===== config.mk =====
export PLATFORM = sky130hd
export DESIGN_NAME = asa_top
export DESIGN_NICKNAME = d
export VERILOG_FILES = /design/src/logic/asa_pkg.sv /design/src/logic/asa_buf2.sv /design/src/logic/asa_top.sv
export VERILOG_INCLUDE_DIRS = /design/src /design/src/logic
export SDC_FILE = /design/constraint.sdc
export NUM_CORES = 1
export LEC_CHECK = 0
export ABC_AREA = 1
export BUFFER_PORTS_ARGS = -buffer_cell sky130_fd_sc_hd__buf_2
export CAP_MARGIN = 25
export CORE_MARGIN = 2
export CORE_UTILIZATION = 37
export CTS_CLUSTER_DIAMETER = 100
export DETAILED_ROUTE_END_ITERATION = 8
export HOLD_SLACK_MARGIN = 0.1
export PLACE_DENSITY = 0.56
export RECOVER_POWER = 100
export SYNTH_ARGS = -nofsm -noshare
export SYNTH_HDL_FRONTEND = slang
export SYNTH_SLANG_ARGS = --single-unit

===== constraint.sdc =====
create_clock -name clock -period 1.79 [get_ports clock]
set_input_delay 0.179 -clock clock [delete_from_list [all_inputs] [get_ports clock]]
set_output_delay 0.179 -clock clock [all_outputs]
set_load 0.03 [all_outputs]

===== src/logic/asa_regs.svh =====
// Purpose: register selects, field positions, reset values and counts
// Assumes: included by bare name from every design file that needs it
// Notes: definitions only
`ifndef ASA_REGS_SVH
`define ASA_REGS_SVH
`define ASA_CLK_PERIOD_NS 4
`define ASA_REF_HZ 1843200
`define ASA_SEL_DATA 2'h0
`define ASA_SEL_STATUS 2'h1
`define ASA_SEL_CMD 2'h2
`define ASA_SEL_CTL 2'h3
`define ASA_CMD_RESET 8'h00
`define ASA_CTL_RESET 8'h00
`define ASA_CMD_SOFT_KEEP 8'hE0
`define ASA_CMD_DTR 0
`define ASA_CMD_IRQ_OFF 1
`define ASA_CMD_RTS_LO 2
`define ASA_CMD_RTS_HI 3
`define ASA_CTL_RATE_LO 0
`define ASA_CTL_RATE_HI 3
`define ASA_CTL_RX_INT 4
`define ASA_ST_FRM 1
`define ASA_ST_OVR 2
`define ASA_RATE_EXT 4'h0
`define ASA_TICK_LAST 4'hF
`define ASA_TICK_MID 4'h7
`define ASA_BIT_LAST 3'h7
`define ASA_SYNC_W 21
`define ASA_SYNC_RST 21'h07C000
`endif


===== src/logic/asa_pkg.sv =====
// Purpose: state types of the serial adapter
// Assumes: nothing
// Notes: one-hot codes written out
package asa_pkg;
    typedef enum logic [3:0] {
        TX_IDLE = 4'h1,
        TX_START = 4'h2,
        TX_DATA = 4'h4,
        TX_STOP = 4'h8
    } asa_tx_state_type;
    typedef enum logic [3:0] {
        RX_IDLE = 4'h1,
        RX_START = 4'h2,
        RX_DATA = 4'h4,
        RX_STOP = 4'h8
    } asa_rx_state_type;
endpackage


===== src/logic/asa_buf2.sv =====
// Purpose: two-entry byte buffer with valid/ready on both sides
// Assumes: same clock on both sides
// Notes: a full buffer drops in_ready; clear empties it
`timescale 1ns/1ps
`default_nettype none
module asa_buf2 (
    input wire logic clock,
    input wire logic reset_n,
    input wire logic clear,
    input wire logic in_valid,
    output logic in_ready,
    input wire logic [7:0] in_data,
    output logic out_valid,
    input wire logic out_ready,
    output logic [7:0] out_data
);
    logic [7:0] ent0_r, ent1_r, ent0_nxt, ent1_nxt;
    logic [1:0] cnt_r, cnt_nxt;
    logic rd_r, rd_nxt, wr_r, wr_nxt;
    logic push, pop;

    assign in_ready = (cnt_r != 2'h2);
    assign out_valid = (cnt_r != 2'h0);
    assign out_data = rd_r ? ent1_r : ent0_r;
    assign push = in_valid & in_ready;
    assign pop = out_valid & out_ready;

    // pointers and count; push and pop may share a cycle
    always_comb begin
        ent0_nxt = ent0_r;
        ent1_nxt = ent1_r;
        rd_nxt = rd_r ^ pop;
        wr_nxt = wr_r ^ push;
        cnt_nxt = cnt_r + {1'b0, push} - {1'b0, pop};
        if (push && !wr_r) begin
            ent0_nxt = in_data;
        end
        if (push && wr_r) begin
            ent1_nxt = in_data;
        end
        if (clear) begin
            rd_nxt = 1'b0;
            wr_nxt = 1'b0;
            cnt_nxt = 2'h0;
        end
    end

    always_ff @(posedge clock or negedge reset_n) begin
        if (!reset_n) begin
            ent0_r <= 8'h00;
            ent1_r <= 8'h00;
            cnt_r <= 2'h0;
            rd_r <= 1'b0;
            wr_r <= 1'b0;
        end else begin
            ent0_r <= ent0_nxt;
            ent1_r <= ent1_nxt;
            cnt_r <= cnt_nxt;
            rd_r <= rd_nxt;
            wr_r <= wr_nxt;
        end
    end
endmodule
`default_nettype wire


===== src/logic/asa_top.sv =====
// Purpose: host register decode and modem-side serial engine of the adapter
// Assumes: every pin input is asynchronous to clock and passes two flops
// Notes: 8 data bits, 1 stop bit, no parity; bus cycle ends on phase fall
// Behaviour
// - two selects pick data, reset/status, command or control register.
// - only command and control read back; data reads receive, writes transmit; status read-only.
// - select-1 write ignores data, clears command bits 0-4, status bit 2.
// - transmitter sends holding byte least significant bit first.
// - transmit rate from programmed divider or external clock per control.
// - receiver assembles incoming byte least significant bit first.
// - receive rate is the programmed rate or the external receive clock.
// - receive clock pin inputs 16x clock, or outputs it when internal.
// - request-to-send output follows the command register only.
// - transmitter runs only while clear-to-send is low.
// - terminal-ready output is low when command bit 0 is set.
// - data-set-ready low means modem ready.
// - carrier-detect low means carrier present.
// - external clocking gives one bit per sixteen clock periods.
// - programmed rates derive from the crystal reference input.
// - adapter selected only with high select high, low select low.
// - read/write high reads; data bus driven only in selected reads.
// - interrupt line idles released and pulls low on interrupt.
// - hardware reset pin low clears command, control, status flags and transmit buffer; receive holding keeps its value.
`timescale 1ns/1ps
`default_nettype none
`include "asa_regs.svh"
module asa_top (
    input wire logic clock,
    input wire logic reset_n,
    input wire logic bus_phase_clock,
    input wire logic select_active_high,
    input wire logic select_active_low,
    input wire logic read_not_write,
    input wire logic reg_select_lo,
    input wire logic reg_select_hi,
    input wire logic [7:0] data_in,
    output logic [7:0] data_out,
    output logic data_oe,
    output logic irq_out,
    output logic irq_oe,
    input wire logic hardware_reset_n,
    input wire logic crystal_in,
    input wire logic receive_16x_clock_pin_in,
    output logic receive_16x_clock_pin_out,
    output logic receive_16x_clock_pin_oe,
    input wire logic rxd,
    output logic txd,
    input wire logic cts_n,
    input wire logic dsr_n,
    input wire logic dcd_n,
    output logic rts_n,
    output logic dtr_n
);
    logic [`ASA_SYNC_W-1:0] meta_r, sync_r, pins;
    logic q2_s, sel, rw_s, hw_rst, rxd_s, cts_s, dsr_s, dcd_s, xtal_s, rxc_s;
    logic [1:0] rs;
    logic [7:0] data_s;
    logic q2_d_r, xtal_d_r, rxc_d_r, rxd_d_r;
    logic q2_fall, wr_stb, rd_end, rx_tick, tx_en, tx_pop;
    logic buf_in_ready, buf_valid;
    logic [7:0] buf_data;
    logic [7:0] cmd_r, cmd_nxt, ctl_r, ctl_nxt, hold_r, hold_nxt, dout_r, dout_nxt;
    logic full_r, full_nxt, ovr_r, ovr_nxt, frm_r, frm_nxt, doe_r, doe_nxt;
    logic [3:0] div_r, div_nxt, rate;
    logic tick_r, tick_nxt, rxco_r, rxco_nxt, rxcoe_r, rxcoe_nxt;
    asa_pkg::asa_tx_state_type tx_st_r, tx_st_nxt;
    asa_pkg::asa_rx_state_type rx_st_r, rx_st_nxt;
    logic [3:0] tx_tc_r, tx_tc_nxt, rx_tc_r, rx_tc_nxt;
    logic [2:0] tx_bit_r, tx_bit_nxt, rx_bit_r, rx_bit_nxt;
    logic [7:0] tx_sh_r, tx_sh_nxt, rx_sh_r, rx_sh_nxt;
    logic txd_r, txd_nxt, done_r, done_nxt, rfrm_r, rfrm_nxt;
    logic rts_r, rts_nxt, dtr_r, dtr_nxt, irq_r, irq_nxt;

    // last count of the reference divider for a rate code
    function automatic logic [3:0] rate_top(input logic [3:0] code);
        rate_top = (code == `ASA_RATE_EXT) ? 4'h0 : ~code;
    endfunction

    // two-flop synchronisers; only sync_r is read by logic
    assign pins = {receive_16x_clock_pin_in, crystal_in, dcd_n, dsr_n, cts_n, rxd,
                   hardware_reset_n, data_in, reg_select_hi, reg_select_lo,
                   read_not_write, select_active_low, select_active_high,
                   bus_phase_clock};
    always_ff @(posedge clock or negedge reset_n) begin
        if (!reset_n) begin
            meta_r <= `ASA_SYNC_RST;
            sync_r <= `ASA_SYNC_RST;
            q2_d_r <= 1'b0;
            xtal_d_r <= 1'b0;
            rxc_d_r <= 1'b0;
            rxd_d_r <= 1'b1;
        end else begin
            meta_r <= pins;
            sync_r <= meta_r;
            q2_d_r <= q2_s;
            xtal_d_r <= xtal_s;
            rxc_d_r <= rxc_s;
            rxd_d_r <= rxd_s;
        end
    end

    assign q2_s = sync_r[0];
    assign sel = sync_r[1] & ~sync_r[2];
    assign rw_s = sync_r[3];
    assign rs = sync_r[5:4];
    assign data_s = sync_r[13:6];
    assign hw_rst = ~sync_r[14];
    assign rxd_s = sync_r[15];
    assign cts_s = sync_r[16];
    assign dsr_s = sync_r[17];
    assign dcd_s = sync_r[18];
    assign xtal_s = sync_r[19];
    assign rxc_s = sync_r[20];

    // a bus cycle ends on the falling phase edge; both strobes act there
    assign q2_fall = q2_d_r & ~q2_s;
    assign wr_stb = q2_fall & sel & ~rw_s;
    assign rd_end = q2_fall & sel & rw_s;

    // register file; new received word beats a same-cycle read clear
    always_comb begin
        cmd_nxt = cmd_r;
        ctl_nxt = ctl_r;
        hold_nxt = hold_r;
        full_nxt = full_r;
        ovr_nxt = ovr_r;
        frm_nxt = frm_r;
        if (wr_stb) begin
            unique case (rs)
                `ASA_SEL_DATA: begin
                    cmd_nxt = cmd_r;
                end
                `ASA_SEL_STATUS: begin
                    cmd_nxt = cmd_r & `ASA_CMD_SOFT_KEEP;
                    ovr_nxt = 1'b0;
                end
                `ASA_SEL_CMD: begin
                    cmd_nxt = data_s;
                end
                `ASA_SEL_CTL: begin
                    ctl_nxt = data_s;
                end
            endcase
        end
        if (rd_end && rs == `ASA_SEL_DATA) begin
            full_nxt = 1'b0;
        end
        if (done_r) begin
            if (full_r && !(rd_end && rs == `ASA_SEL_DATA)) begin
                ovr_nxt = 1'b1;
            end else begin
                hold_nxt = rx_sh_r;
                full_nxt = 1'b1;
                frm_nxt = rfrm_r;
            end
        end
        if (hw_rst) begin
            cmd_nxt = `ASA_CMD_RESET;
            ctl_nxt = `ASA_CTL_RESET;
            full_nxt = 1'b0;
            ovr_nxt = 1'b0;
            frm_nxt = 1'b0;
        end
        doe_nxt = q2_s & sel & rw_s;
        unique case (rs)
            `ASA_SEL_DATA: dout_nxt = hold_r;
            `ASA_SEL_STATUS: dout_nxt = {irq_r, dsr_s, dcd_s, buf_in_ready,
                                         full_r, ovr_r, frm_r, 1'b0};
            `ASA_SEL_CMD: dout_nxt = cmd_r;
            `ASA_SEL_CTL: dout_nxt = ctl_r;
        endcase
    end

    always_ff @(posedge clock or negedge reset_n) begin
        if (!reset_n) begin
            cmd_r <= `ASA_CMD_RESET;
            ctl_r <= `ASA_CTL_RESET;
            hold_r <= 8'h00;
            full_r <= 1'b0;
            ovr_r <= 1'b0;
            frm_r <= 1'b0;
            dout_r <= 8'h00;
            doe_r <= 1'b0;
        end else begin
            cmd_r <= cmd_nxt;
            ctl_r <= ctl_nxt;
            hold_r <= hold_nxt;
            full_r <= full_nxt;
            ovr_r <= ovr_nxt;
            frm_r <= frm_nxt;
            dout_r <= dout_nxt;
            doe_r <= doe_nxt;
        end
    end

    // transmit bytes wait here; a full buffer refuses further data writes
    asa_buf2 u_txbuf (
        .clock(clock),
        .reset_n(reset_n),
        .clear(hw_rst),
        .in_valid(wr_stb && rs == `ASA_SEL_DATA),
        .in_ready(buf_in_ready),
        .in_data(data_s),
        .out_valid(buf_valid),
        .out_ready(tx_pop),
        .out_data(buf_data)
    );

    // 16x tick from crystal rising edges; code 0 takes each rising edge as the tick
    assign rate = ctl_r[`ASA_CTL_RATE_HI:`ASA_CTL_RATE_LO];
    always_comb begin
        div_nxt = div_r;
        tick_nxt = 1'b0;
        if (xtal_s && !xtal_d_r) begin
            if (div_r >= rate_top(rate)) begin
                div_nxt = 4'h0;
                tick_nxt = 1'b1;
            end else begin
                div_nxt = div_r + 4'h1;
            end
        end
        // the pin copies the reference when the divider passes every edge
        rxco_nxt = (rate_top(rate) == 4'h0) ? xtal_d_r : (div_r <= (rate_top(rate) >> 1));
        rxcoe_nxt = ctl_r[`ASA_CTL_RX_INT];
    end

    always_ff @(posedge clock or negedge reset_n) begin
        if (!reset_n) begin
            div_r <= 4'h0;
            tick_r <= 1'b0;
            rxco_r <= 1'b0;
            rxcoe_r <= 1'b0;
        end else begin
            div_r <= div_nxt;
            tick_r <= tick_nxt;
            rxco_r <= rxco_nxt;
            rxcoe_r <= rxcoe_nxt;
        end
    end

    assign rx_tick = ctl_r[`ASA_CTL_RX_INT] ? tick_r : (rxc_s & ~rxc_d_r);

    // transmitter; dropping clear-to-send abandons the character
    assign tx_en = cmd_r[`ASA_CMD_DTR] & ~cts_s;
    assign tx_pop = (tx_st_r == asa_pkg::TX_IDLE) & tx_en & ~hw_rst;
    always_comb begin
        tx_st_nxt = tx_st_r;
        tx_tc_nxt = tx_tc_r;
        tx_bit_nxt = tx_bit_r;
        tx_sh_nxt = tx_sh_r;
        unique case (tx_st_r)
            asa_pkg::TX_IDLE: begin
                if (tx_pop && buf_valid) begin
                    tx_st_nxt = asa_pkg::TX_START;
                    tx_sh_nxt = buf_data;
                    tx_tc_nxt = 4'h0;
                end
            end
            asa_pkg::TX_START: begin
                if (tick_r) begin
                    tx_tc_nxt = tx_tc_r + 4'h1;
                    if (tx_tc_r == `ASA_TICK_LAST) begin
                        tx_st_nxt = asa_pkg::TX_DATA;
                        tx_bit_nxt = 3'h0;
                    end
                end
            end
            asa_pkg::TX_DATA: begin
                if (tick_r) begin
                    tx_tc_nxt = tx_tc_r + 4'h1;
                    if (tx_tc_r == `ASA_TICK_LAST) begin
                        tx_sh_nxt = {1'b0, tx_sh_r[7:1]};
                        tx_bit_nxt = tx_bit_r + 3'h1;
                        if (tx_bit_r == `ASA_BIT_LAST) begin
                            tx_st_nxt = asa_pkg::TX_STOP;
                        end
                    end
                end
            end
            asa_pkg::TX_STOP: begin
                if (tick_r) begin
                    tx_tc_nxt = tx_tc_r + 4'h1;
                    if (tx_tc_r == `ASA_TICK_LAST) begin
                        tx_st_nxt = asa_pkg::TX_IDLE;
                    end
                end
            end
        endcase
        if (!tx_en || hw_rst) begin
            tx_st_nxt = asa_pkg::TX_IDLE;
        end
        // line level follows the next state so it never lags a tick
        if (tx_st_nxt == asa_pkg::TX_START) begin
            txd_nxt = 1'b0;
        end else if (tx_st_nxt == asa_pkg::TX_DATA) begin
            txd_nxt = tx_sh_nxt[0];
        end else begin
            txd_nxt = 1'b1;
        end
    end

    always_ff @(posedge clock or negedge reset_n) begin
        if (!reset_n) begin
            tx_st_r <= asa_pkg::TX_IDLE;
            tx_tc_r <= 4'h0;
            tx_bit_r <= 3'h0;
            tx_sh_r <= 8'h00;
            txd_r <= 1'b1;
        end else begin
            tx_st_r <= tx_st_nxt;
            tx_tc_r <= tx_tc_nxt;
            tx_bit_r <= tx_bit_nxt;
            tx_sh_r <= tx_sh_nxt;
            txd_r <= txd_nxt;
        end
    end

    // receiver; start edge checked at mid-bit, then one sample per 16 ticks
    always_comb begin
        rx_st_nxt = rx_st_r;
        rx_tc_nxt = rx_tc_r;
        rx_bit_nxt = rx_bit_r;
        rx_sh_nxt = rx_sh_r;
        done_nxt = 1'b0;
        rfrm_nxt = rfrm_r;
        unique case (rx_st_r)
            asa_pkg::RX_IDLE: begin
                if (rxd_d_r && !rxd_s) begin
                    rx_st_nxt = asa_pkg::RX_START;
                    rx_tc_nxt = 4'h0;
                end
            end
            asa_pkg::RX_START: begin
                if (rx_tick) begin
                    rx_tc_nxt = rx_tc_r + 4'h1;
                    if (rx_tc_r == `ASA_TICK_MID) begin
                        rx_st_nxt = rxd_s ? asa_pkg::RX_IDLE : asa_pkg::RX_DATA;
                        rx_tc_nxt = 4'h0;
                        rx_bit_nxt = 3'h0;
                    end
                end
            end
            asa_pkg::RX_DATA: begin
                if (rx_tick) begin
                    rx_tc_nxt = rx_tc_r + 4'h1;
                    if (rx_tc_r == `ASA_TICK_LAST) begin
                        rx_sh_nxt = {rxd_s, rx_sh_r[7:1]};
                        rx_bit_nxt = rx_bit_r + 3'h1;
                        if (rx_bit_r == `ASA_BIT_LAST) begin
                            rx_st_nxt = asa_pkg::RX_STOP;
                        end
                    end
                end
            end
            asa_pkg::RX_STOP: begin
                if (rx_tick) begin
                    rx_tc_nxt = rx_tc_r + 4'h1;
                    if (rx_tc_r == `ASA_TICK_LAST) begin
                        rx_st_nxt = asa_pkg::RX_IDLE;
                        done_nxt = 1'b1;
                        rfrm_nxt = ~rxd_s;
                    end
                end
            end
        endcase
        if (hw_rst) begin
            rx_st_nxt = asa_pkg::RX_IDLE;
            done_nxt = 1'b0;
        end
    end

    always_ff @(posedge clock or negedge reset_n) begin
        if (!reset_n) begin
            rx_st_r <= asa_pkg::RX_IDLE;
            rx_tc_r <= 4'h0;
            rx_bit_r <= 3'h0;
            rx_sh_r <= 8'h00;
            done_r <= 1'b0;
            rfrm_r <= 1'b0;
        end else begin
            rx_st_r <= rx_st_nxt;
            rx_tc_r <= rx_tc_nxt;
            rx_bit_r <= rx_bit_nxt;
            rx_sh_r <= rx_sh_nxt;
            done_r <= done_nxt;
            rfrm_r <= rfrm_nxt;
        end
    end

    // modem handshake lines and the shared interrupt line
    always_comb begin
        rts_nxt = ~(cmd_r[`ASA_CMD_RTS_HI] | cmd_r[`ASA_CMD_RTS_LO]);
        dtr_nxt = ~cmd_r[`ASA_CMD_DTR];
        irq_nxt = full_r & ~cmd_r[`ASA_CMD_IRQ_OFF];
    end

    always_ff @(posedge clock or negedge reset_n) begin
        if (!reset_n) begin
            rts_r <= 1'b1;
            dtr_r <= 1'b1;
            irq_r <= 1'b0;
        end else begin
            rts_r <= rts_nxt;
            dtr_r <= dtr_nxt;
            irq_r <= irq_nxt;
        end
    end

    assign data_out = dout_r;
    assign data_oe = doe_r;
    assign irq_out = 1'b0; // open drain: only the enable moves
    assign irq_oe = irq_r;
    assign receive_16x_clock_pin_out = rxco_r;
    assign receive_16x_clock_pin_oe = rxcoe_r;
    assign txd = txd_r;
    assign rts_n = rts_r;
    assign dtr_n = dtr_r;
endmodule
`default_nettype wire


[Word level (Yosys, flattened, before mapping)]
Cells that the tools add are included.
Word-level totals
  bits of input ports: 23
  memory bits (read-only): 0
  bits in latches: 0
  logic and storage cells: 237
  register bits: 153
  output and inout bits: 16
  memory bits (writable): 0
  memories: 0
Operators by class
  magnitude comparators: 2
  $add $sub $neg: 7
  shifts and indexed selects: 0
  divide/modulo/power cells: 0
  reduce and logical (&&, ||, !) cells: 36
  multiplexer cells: 78
  $mul: 0
  bitwise operators: 29
  equality and inequality tests: 46
Operators by type and width (count)
  4-bit two-way mux: 26
  8-bit two-way mux: 9
  4-bit case mux with 4 select lines: 2
  8-bit case mux with 2 select lines: 2
  8-bit case mux with 4 select lines: 1
  3-bit two-way mux: 9
  1-bit two-way mux: 24
  2-bit inequality test, second input constant: 12
  3-bit inequality test, second input constant: 8
  4-bit by 3-bit equality test with 1-bit output, second input constant: 4
  4-bit equality test, second input constant: 4
  1-bit bitwise AND: 14
  2-bit by 1-bit inequality test with 1-bit output, second input constant: 7
  4-bit by 1-bit adder with 4-bit output, second input constant: 3
  4-bit by 2-bit equality test with 1-bit output, second input constant: 3
  3-bit case mux with 2 select lines: 2
  4-bit case mux with 3 select lines: 1
  3-bit AND reduction: 4
  1-bit inverter: 11
  2-bit AND reduction: 5
  5-bit AND reduction: 2
  4-bit by 1-bit equality test with 1-bit output, second input constant: 2
  1-bit logical AND: 8
  4-bit logical NOT: 2
  22 further kinds: 33

[Logic depth before layout (Yosys ltp)]
Gate-level depths: netlist (run 1).
  depth after elaboration: 11
  mapped depth: 11
  depth with buffers taken out: 11

[By module]
From an unflattened synthesis (run 1), not the netlist that was laid out.
Unflattened totals
  cell total of the unflattened synthesis: 648
  area total of the unflattened synthesis: 6636.4 sq um
Modules (own cells, without submodules)
  asa_top: seq. area each 3348.2 sq um, area each 5654.2 sq um, cells an instance 546, times used 1
  asa_buf2: seq. area each 500.5 sq um, area each 982.2 sq um, cells an instance 102, times used 1

[Worst setup path after synthesis (run 1)]
Ideal clock, no wire load.
  path type: reg2reg
  start point: register sync_r[5]
  end point: register u_txbuf.ent1_r[0]
  stages on the path, launching flop included: 7
  arrival: 1.673 ns
  slack: -0.008 ns
  path buffers: 1
  required time: 1.665 ns
  clock period less this slack: 1.798 ns
  setup time: 0.125 ns
  cells stage by stage: dfrtp_1 -> nor2_4 -> o21ai_0 -> nor2_1 -> ha_1 -> clkbuf_1 -> mux2_2
On the way
  cells in the longest elaborated chain, start to end: 4
RTL lines
  from (decl): line asa_top.sv:54  | logic [`ASA_SYNC_W-1:0] meta_r, sync_r, pins;
  from (signal assigned): line asa_top.sv:87  | sync_r <= `ASA_SYNC_RST;
  from (signal assigned): line asa_top.sv:94  | sync_r <= meta_r;
  2-bit logical NOT
  1-bit logical AND (no line)
  1-bit bitwise AND: line asa_buf2.sv:25  | assign push = in_valid & in_ready;
  1-bit logical AND: line asa_buf2.sv:38  | if (push && wr_r) begin
  to (signal assigned): line asa_buf2.sv:57  | ent1_r <= ent1_nxt;
  to (decl): line asa_buf2.sv:17  | logic [7:0] ent0_r, ent1_r, ent0_nxt, ent1_nxt;
No other way between the ends.
A chain may end at the register's enable or synchronous reset.

[Final worst setup path (run 1)]
  start point: register ctl_r[1]
  end point: register div_r[3]
On the way
  cells in the longest elaborated chain, start to end: 4
  elaborated cells on any way between the ends: 5
  those cells by class: 1 x order compare; 2 x mux; 1 x bitwise; 1 x reduce/logical
RTL lines
  from (decl): line asa_top.sv:62  | logic [7:0] cmd_r, cmd_nxt, ctl_r, ctl_nxt, hold_r, hold_nxt, dout_r, dout_nxt;
  from (signal assigned): line asa_top.sv:177  | ctl_r <= `ASA_CTL_RESET;
  from (signal assigned): line asa_top.sv:186  | ctl_r <= ctl_nxt;
  4-bit logical NOT (no line) or 4-bit inverter (tied branches)
  4-bit two-way mux *: line asa_top.sv:76  | rate_top = (code == `ASA_RATE_EXT) ? 4'h0 : ~code;
  4-bit greater-or-equal comparator *: line asa_top.sv:215  | if (div_r >= rate_top(rate)) begin
  4-bit two-way mux *: line asa_top.sv:215
  to (signal assigned): line asa_top.sv:234  | div_r <= div_nxt;
  to (decl): line asa_top.sv:64  | logic [3:0] div_r, div_nxt, rate;
Every way passes the cells marked *; elsewhere a longest branch is shown, timed or not.

==> metrics.txt, run 1 <==
worst-path cell chain inv_2, nand4_1, nand2_1, inv_1, ha_2, nand4_1, and3_4, or2_4, inv_4, nor2_1; layout overhead on the synthesized area 22.8%; IO Count 39; synthesized area 0.00650 mm2; critical path class register to register; worst hold path type register to register; CTS tree yes; clk buf depth 2; DRT met1 WL 6010 um; RSZ-0062 raised after global routing true; WL met2 6470 um; Critical Path Slowest Stage Cell dfrtp_1; CP peak stage delay 380 ps; Nets 805; failing checks negative setup slack; Max Slew Vio Count 0; Starting DRT DRC Count 238; CTS Buf Count 17; Final Setup Violations 1; layout cell share with drive strength beyond 1 19.7%; initial core utilization 37.7%; Die ar. 0.0186 mm2; IR drop worst, VDD 685 uV; Final HPWL DP 9320 um; Slew @ Worst Pin 1410 ps; Synth Instances 663; setup ws final -7.56 ps; Yosys reg bits 153; GP Congestion 0.808; H-tree level count 4; Final min period 1800 ps; total track usage 15.5%; yosys warns 0; pre-CTS WS -103 ps; Core Util, Final 46.3%; sequential fraction of the synthesis area 59.2%; Main synth FF type dfrtp_1; clock transition at the registers of the reported paths 60 ps; Post-synth ARST share 100%; vias in the first global route 4727; CP Launch Type register; n_diodes 0; DRC viols 0; final hold violations 0; DR WL met3 469 um; worst skew pair latency 430 ps; Die Y 137 um; final period utilization 100%; # port buffers 37; std cell rows 48; PD cells 1070 mW/mm2; fmax 0.556 GHz; Top Metal Used met4; DRT Wirelength 13100 um; P_leak 3.78 nW; crit end category register; routed via count 4731; Overall Power 8.56 mW; CORE AREA 0.0172 mm2; status finished with violations; largest net degree at the start of global routing 54; number of flops mapped to enable cells by yosys 0; syn_area_per_cell 9.80 um2; setup TNS -7.56 ps; CP most frequent cell nand4_1; post-synthesis cell type count 44; first-pass GRT wire length 22300 um; WL per Instance 13.1 um; Max Fanout on Critical Path 4; hold_ws 348 ps; Critical Path AT 2110 ps; total clock sinks 153; commonest non-fill, non-tap cell in the layout nand2_1; DRT antenna net count 0; slew margin rel. 6.28%; Max-Cap Viols 0; Mapped Nets 704; Die X-Extent 137 um; drt pass-1 iters 6; Root Buffer clkbuf_16; initial antenna violation count 0; Worst Path Required 2100 ps; Final Skew 11.0 ps; grt ovf 0; via/cell ratio 4.72; most frequent cells in the layout nand2_1 (164), dfrtp_1 (137), inv_1 (70), o21ai_0 (52), nand3_1 (44)
final cells by class:
type | instances | area, um2
fillers | 1579 | 9260
flip-flops and latches | 153 | 3850
multi-input cells | 415 | 2280
repair buffers | 94 | 657
clock buffers | 19 | 443
inverters | 83 | 314
well taps | 225 | 282
clock inverters | 13 | 148
synth_stat cells (3+ instances only):
| cell | n | share of area, % |
|---|---|---|
| a21oi_1 | 9 | 0.69 |
| a22o_1 | 3 | 0.40 |
| buf_4 | 3 | 0.35 |
| clkbuf_1 | 7 | 0.40 |
| dfrtp_1 | 137 | 53 |
| dfstp_2 | 16 | 6.5 |
| ha_1 | 18 | 3.5 |
| inv_1 | 74 | 4.3 |
| inv_2 | 9 | 0.52 |
| mux2_2 | 8 | 1.4 |
| nand2_1 | 160 | 9.2 |
| nand2_2 | 9 | 0.87 |
| nand3_1 | 44 | 3.4 |
| nand3_2 | 3 | 0.46 |
| nand4_1 | 6 | 0.58 |
| nor2_1 | 38 | 2.2 |
| nor2_2 | 7 | 0.67 |
| nor2_4 | 4 | 0.69 |
| o2111ai_1 | 7 | 0.94 |
| o21ai_0 | 54 | 4.2 |
| o21ai_1 | 4 | 0.31 |
| o21ai_2 | 3 | 0.40 |
| o22ai_1 | 7 | 0.67 |
| xnor2_1 | 3 | 0.40 |
| xor2_1 | 5 | 0.67 |
power by group:
part,total (mW),internal (mW),switching (mW)
logic,1.20,0.501,0.701
registers,3.79,3.66,0.134
clock network,3.56,2.02,1.54
total,8.56,6.18,2.38
worst max-delay path, delay by kind of cell, from the launching register on:
| family | cells | cell delay (ps) |
|---|---|---|
| adder cells (fa/ha/maj) | 1 | 310 |
| AND/OR/NAND/NOR | 6 | 830 |
| buffers and inverters | 3 | 170 |
| flip-flops | 1 | 380 |
cells by family (layout without fill, tap and decap cells):
logic type,Yosys count,after routing,synth area share (%)
mux,8,8,1.39
xor+xnor,8,8,1.08
fa+ha+maj,18,18,3.47
compound gates,99,99,9.32
buf+inv,95,209,5.89
flops,153,153,59.2
other cells,1,1,0.0577
simple gates,281,281,19.6
what timing repair did:
item,4_1_cts,5_1_grt
setup buffers,6,1
hold buffers,22,0
resized for setup,8,16
endpoints found under the setup margin,3,19
hold endpoints to repair,69,0
pin swaps,7,8
flip-flops by register name, indices dropped and copies added (netlist names), 8 cells and up:
signal,count
u_txbuf.ent0_r,8
rx_sh_r,8
hold_r,8
u_txbuf.ent1_r,8
cmd_r,8
tx_sh_r,8
data_out,8
ctl_r,8
sync_r,21
meta_r,21
final timing paths:
kind	startpoint	endpoint	slack, ps	depth (start not counted)
min in group asynchronous	reset_n	data_out[3]$_DFF_PN0_	620	2
max in group asynchronous	reset_n	rx_st_r[0]$_DFFE_PN1P_	200	3
hold reg to reg	meta_r[9]$_DFF_PN0_	sync_r[9]$_DFF_PN0_	350	0
hold / removal	meta_r[9]$_DFF_PN0_	sync_r[9]$_DFF_PN0_	350	0
setup reg to reg	ctl_r[1]$_DFFE_PN0P_	div_r[3]$_DFFE_PN0P_	-8	10
setup / recovery	ctl_r[1]$_DFFE_PN0P_	div_r[3]$_DFFE_PN0P_	-8	10
per-stage QoR:
step	instance area (um2)	cells
floorplan	6500	663
global placement	7160	941
detailed placement	7160	941
CTS	8040	1001
global route	7980	1002
finish	7980	1002
routing by layer:
layer  track usage [%]  up-vias
met2              25.7       70
met1              19.7     2293
li1                  -     2356
met3              4.44       12
met5                 0        -
met4              4.51        0
No activity file was read; power rests on OpenSTA's default activity.
==> inputs of run 2 (changes only) <==
CORE_MARGIN = unset   (was 2)
CORE_UTILIZATION = 54   (was 37)
PLACE_DENSITY = 0.76   (was 0.56)
==> run 2 against run 1 <==
Net effect:
- the flow finishes with violations (design-rule violations, negative setup slack)
- sequential cell count unchanged
- global-route usage rose by 8.6 points
- power up 2.4%
- fmax is 7.1% lower
- clock skew up 3.8 ps
- design area fell by 1.3%
- utilization up 22 points
- count of clock-buffer cells in the layout did not move
- combinational power is 3% higher
- first-iteration DRC count rose by 36%
- non-clock buffer count decreased by 1
- largest power group unchanged
==> metrics.txt, run 2 (same netlist as run 1, synthesis figures left out) <==
status finished with violations; failing checks design-rule violations, negative setup slack; layout cell share with drive strength beyond 1 20.5% (+0.80 points); std cell rows 39 (-19%); largest net degree at the start of global routing 42 (-22%); filler cell count 860 (-46%); register area 0.00385 mm2 (unchanged); Nets 804 (-0.12%); DRT Wirelength 13800 um (+5.1%); setup ws final -146 ps (-138 ps); clock transition at the registers of the reported paths 60 ps (about the same); DRC viols 2 (+2); Worst Path Buf+Inv 3 (unchanged); pre-CTS WS -73.9 ps (+28.7 ps); vias in the first global route 4937 (+4.4%); clk buf depth 2 (unchanged); Final Skew 14.7 ps (+3.75 ps); RSZ-0062 raised after global routing true; H-tree level count 4 (unchanged); WL per Instance 15.0 um (+15%); fmax 0.517 GHz (-7.1%); Final Setup Violations 7 (+6); cell area after layout 0.00788 mm2 (-1.3%); CORE AREA 0.0116 mm2 (-33%); Max Fanout on Critical Path 4 (unchanged); Die X-Extent 112 um (-18%); total track usage 24.1% (+8.6 points); via/cell ratio 5.36 (+14%); Die Y 112 um (-18%); Root Buffer clkbuf_16; worst skew pair latency 420 ps (about the same); WL met2 7000 um (+8.1%); IO Count 39 (unchanged); critical path class register to register; initial antenna violation count 0 (unchanged); crit end category register; final hold violations 0 (unchanged); CTS tree yes; Critical Path Slowest Stage Cell dfrtp_1; DR WL met3 535 um (+14%); initial core utilization 56.2% (+18 points); biggest regs meta_r (21), sync_r (21); Top Metal Used met4; Max Slew Vio Count 0 (unchanged); CP delay by family, top simple AND/OR/NAND/NOR gates; Final HPWL DP 8960 um (-3.9%); GP Congestion 0.909 (+13%); n_diodes 0 (unchanged); CTS Buf Count 17 (unchanged); final period utilization 108% (+7.7 points); total clock sinks 153 (unchanged); hold_ws 346 ps (-1.96 ps); # port buffers 37 (unchanged); IR drop worst, VDD 697 uV (+1.8%); Die ar. 0.0125 mm2 (-33%); Starting DRT DRC Count 323 (+36%); Worst Path Required 2090 ps (about the same); slew margin rel. 34.1% (+28 points); DRT met1 WL 5780 um (-3.7%); Critical Path AT 2230 ps (+120 ps); CP Launch Type register; DRT antenna net count 0 (unchanged); area of the multi-input gates 0.00228 mm2 (-0.22%); routed via count 4930 (+4.2%); placed instance area 0.00704 mm2 (-1.7%); Max-Cap Viols 0 (unchanged); worst hold path type register to register; worst-path cell chain inv_2, nand4_1, nand2_2, inv_1, ha_2, nand4_1, and3_4, or2_4, inv_4, nor2_1; CP peak stage delay 380 ps (about the same); CP most frequent cell nand4_1; drt pass-1 iters 8 (+2); first-pass GRT wire length 23400 um (+4.7%); grt ovf 0 (unchanged); Slew @ Worst Pin 988 ps (-417 ps); P_leak 3.76 nW (-0.70%); Final min period 1940 ps (+138 ps); PD cells 1110 mW/mm2 (+3.7%); layout overhead on the synthesized area 21.2%; commonest non-fill, non-tap cell in the layout nand2_1; most frequent cells in the layout nand2_1 (159), dfrtp_1 (137), inv_1 (68), o21ai_0 (50), nand3_1 (42)
## run 2: changes by cell type in the layout (fill, tap and decap cells not counted), sizes merged
| cell | previous run | this run |
|---|---|---|
| clkbuf | 45 | 42 |
| clkinv | 3 | 0 |
| clkinvlp | 0 | 3 |
| buf | 46 | 48 |
| bufinv | 1 | 3 |
| inv | 92 | 90 |
## run 2: what timing repair did
| item | in CTS | in global routing |
|---|---|---|
| pin swaps | 9 | 13 |
| setup buffers | 12 | 0 |
| hold endpoints to repair | 161 | 0 |
| hold buffers | 22 | 0 |
| setup endpoints to repair | 3 | 22 |
| resized for setup | 13 | 15 |
## run 2: layout make-up
cell class	count	share of cell area, %
Inverter	83	3.99
Timing Repair Buffer	93	8.10
Multi-Input combinational cell	415	28.9
Clock inverter	13	2.34
Clock buffer	19	5.50
Tap cell	143	2.27
Sequential cell	153	48.9
## run 2: final timing paths
path	from	to	slack, ps	depth (start not counted)
max in group asynchronous	reset_n	meta_r[16]$_DFF_PN1_	240	3
min	meta_r[19]$_DFF_PN0_	sync_r[19]$_DFF_PN0_	350	0
min reg2reg	meta_r[19]$_DFF_PN0_	sync_r[19]$_DFF_PN0_	350	0
max reg2reg	ctl_r[0]$_DFFE_PN0P_	div_r[3]$_DFFE_PN0P_	-150	10
min in group asynchronous	reset_n	meta_r[2]$_DFF_PN0_	460	2
max	ctl_r[0]$_DFFE_PN0P_	div_r[3]$_DFFE_PN0P_	-150	10
## run 2: per-layer routing
layer / vias to the layer above / track usage [%]
li1: 2354 / -
met2: 150 / 40.2
met4: 0 / 11.8
met5: - / 0
met3: 43 / 5.66
met1: 2383 / 29.6
## run 2: stage by stage
stage / utilization (%) / power (mW) / TNS [ps] / cells
after CTS: 69.1 / 8.81 / -55.4 / 920
final: 68.1 / 8.76 / -606 / 919
after detailed placement: 60.9 / 4.93 / -142 / 855
after floorplan: - / 4.55 / 0 / 663
after global routing: 68.1 / 9.13 / -4610 / 919
after global placement: 60.9 / 4.86 / 0 / 855
## run 2: worst reg2reg max path: stages (launching register included)
cell     delay, ps
dfrtp_1        380
inv_2           60
nand4_1        220
nand2_2        170
inv_1           60
ha_2           320
nand4_1         80
and3_4         200
or2_4          230
inv_4           60
nor2_1          50
## run 2: power breakdown
part           switching (mW)  leakage (nW)  total (mW)  internal, mW
clock                    1.48         0.292        3.72          2.24
combinational           0.749          1.49        1.24         0.495
sequential              0.141          1.98        3.80          3.66
==> inputs of run 3 (changes only) <==
CTS_BUF_LIST = sky130_fd_sc_hd__clkbuf_16   (was unset)
==> run 3 against run 2 <==
Net effect:
- the flow still finishes with violations (design-rule violations, negative setup slack)
- final cell count stayed put
- sequential cell count stayed put
- non-clock buffer count stayed put
- setup slack hardly changed
- power is 0.16% lower
- worst hold slack hardly changed
- critical path depth stayed put
- clock skew hardly changed
- register-to-register slack hardly changed
- via count hardly changed
- wire length hardly changed
- global-route usage stayed put
- critical endpoint unchanged
- largest cell class unchanged
- largest power group unchanged
- highest routed layer unchanged
==> metrics.txt, run 3 (same netlist as run 1, synthesis figures left out) <==
vias in the first global route 4937 (unchanged); clk buf depth 2 (unchanged); biggest regs meta_r (21), sync_r (21); layout cell share with drive strength beyond 1 20.5% (unchanged); Worst Path Required 2090 ps (about the same); Critical Path AT 2230 ps (about the same); setup TNS -607 ps (-1.21 ps); worst skew pair latency 420 ps (about the same); IO Count 39 (unchanged); setup ws final -146 ps (+0.00900 ps); PD cells 1110 mW/mm2 (-0.16%); via/cell ratio 5.36 (about the same); Max Fanout on Critical Path 4 (unchanged); Post-Layout Cell Count 919 (unchanged); total track usage 24.1% (unchanged); grt ovf 0 (unchanged); Final min period 1940 ps (-0.00900 ps); CTS tree yes; std cell rows 39 (unchanged); Sw Share 27.0% (about the same); RSZ-0062 raised after global routing true; area of the multi-input gates 0.00228 mm2 (unchanged); combinational power share 14.2% (about the same); cell area after layout 0.00788 mm2 (unchanged); register area 0.00385 mm2 (unchanged); fmax 0.517 GHz (about the same); IR drop worst, VDD 698 uV (+0.15%); initial core utilization 56.2% (unchanged); Max-Cap Viols 0 (unchanged); R2R Path Start ctl_r[0]$_DFFE_PN0P_; total clock sinks 153 (unchanged); RR Endpoint div_r[3]$_DFFE_PN0P_; largest net degree at the start of global routing 42 (unchanged); H-tree level count 4 (unchanged); internal power 6.39 mW (-0.18%); n_diodes 0 (unchanged); reg2reg path depth 10 (unchanged); CP Launch Type register; layout overhead on the synthesized area 21.2% (unchanged); drt pass-1 iters 8 (unchanged); Die X-Extent 112 um (unchanged); first-pass GRT wire length 23400 um (unchanged); DRT antenna net count 0 (unchanged); filler cell count 860 (unchanged); worst hold path type register to register; Final Setup Violations 7 (unchanged); DRC viols 2 (unchanged); Die ar. 0.0125 mm2 (unchanged); routed via count 4928 (-0.041%); Starting DRT DRC Count 323 (unchanged); clock share of power 42.3% (about the same); status finished with violations; Final HPWL DP 8960 um (unchanged); initial antenna violation count 0 (unchanged); crit end category register; Final Skew 14.8 ps (+0.0982 ps); P_leak 3.77 nW (+0.22%); sequential share of power 43.5% (about the same); Hold EP sync_r[19]$_DFF_PN0_; Die Y 112 um (unchanged); commonest non-fill, non-tap cell in the layout nand2_1; hold path depth 0 (unchanged); R2R Setup Slk -150 ps (about the same); most frequent cells in the layout nand2_1 (159), dfrtp_1 (137), inv_1 (70), o21ai_0 (50), nand3_1 (42); # port buffers 37 (unchanged); CORE AREA 0.0116 mm2 (unchanged); Root Buffer clkbuf_16; Max Slew Vio Count 0 (unchanged); Nets 804 (unchanged); failing checks design-rule violations, negative setup slack; WL per Instance 15.0 um (about the same); CTS Buf Count 17 (unchanged); final period utilization 108% (about the same); slew margin rel. 34.1% (about the same); hold wc startpoint meta_r[19]$_DFF_PN0_; placed instance area 0.00704 mm2 (unchanged); final hold violations 0 (unchanged); clock transition at the registers of the reported paths 60 ps (about the same); GP Congestion 0.909 (unchanged); net switching power 2.36 mW (about the same); Slew @ Worst Pin 989 ps (+0.327 ps); DRT Wirelength 13800 um (about the same); placed insts 855 (unchanged); critical path class register to register
## run 3: changes by cell type in the layout (fill, tap and decap cells not counted), sizes merged
cell | before | now
clkbuf | 42 | 40
inv | 90 | 92
## run 3: area by class of cell
cell class / instances / area share, %
Timing Repair Buffer: 93 / 8.10
Clock buffer: 17 / 5.40
Tap cell: 143 / 2.27
Inverter: 83 / 3.99
Sequential cell: 153 / 48.9
Multi-Input combinational cell: 415 / 28.9
Clock inverter: 15 / 2.43
## run 3: routing by layer
| metal | vias to the layer above | routed length (um) | global-route usage, % |
|---|---|---|---|
| met5 | - | 0 | 0 |
| met4 | 0 | 434 | 11.8 |
| met3 | 41 | 550 | 5.66 |
| met2 | 151 | 6990 | 40.2 |
| met1 | 2383 | 5790 | 29.6 |
| li1 | 2353 | - | - |
## run 3: worst max path at each step
| stage | startpoint | end | slack, ps |
|---|---|---|---|
| final | ctl_r[0]$_DFFE_PN0P_ | div_r[3]$_DFFE_PN0P_ | -150 |
| after floorplan | ctl_r[3]$_DFFE_PN0P_ | div_r[3]$_DFFE_PN0P_ | 60 |
| after detailed placement | ctl_r[1]$_DFFE_PN0P_ | div_r[2]$_DFFE_PN0P_ | -70 |
| after global routing | ctl_r[1]$_DFFE_PN0P_ | div_r[3]$_DFFE_PN0P_ | -220 |
| after CTS | ctl_r[0]$_DFFE_PN0P_ | div_r[3]$_DFFE_PN0P_ | -30 |
| after global placement | ctl_r[1]$_DFFE_PN0P_ | div_r[3]$_DFFE_PN0P_ | 20 |
## run 3: through the flow
step	hold slack (ps)	utilization [%]	worst slack (ps)	power (mW)
after floorplan	-117	-	62.2	4.55
after global placement	118	60.9	21.0	4.86
after detailed placement	121	60.9	-73.9	4.93
after CTS	249	69.1	-28.3	8.80
after global routing	355	68.1	-220	9.12
final	346	68.1	-146	8.75
## run 3: power groups by stage
stage	clock (mW)	sequential, mW	combinational (mW)
finish	3.71	3.80	1.24
global route	3.92	3.82	1.38
CTS	3.77	3.80	1.22
detailed placement	0	3.86	1.07
global placement	0	3.85	1.01
floorplan	0	3.86	0.687
## run 3: what timing repair did
action / 4_1_cts / 5_1_grt
pin swaps: 9 / 13
hold buffers: 22 / 0
setup buffers: 12 / 0
gates resized for setup: 13 / 15
endpoints found under the setup margin: 3 / 22
endpoints found under the hold margin: 161 / 0
## run 3: critical path, stage by stage (launching register included)
cell,delay (ps)
dfrtp_1,380
inv_2,60
nand4_1,220
nand2_2,170
inv_1,60
ha_2,320
nand4_1,80
and3_4,200
or2_4,230
inv_4,60
nor2_1,50
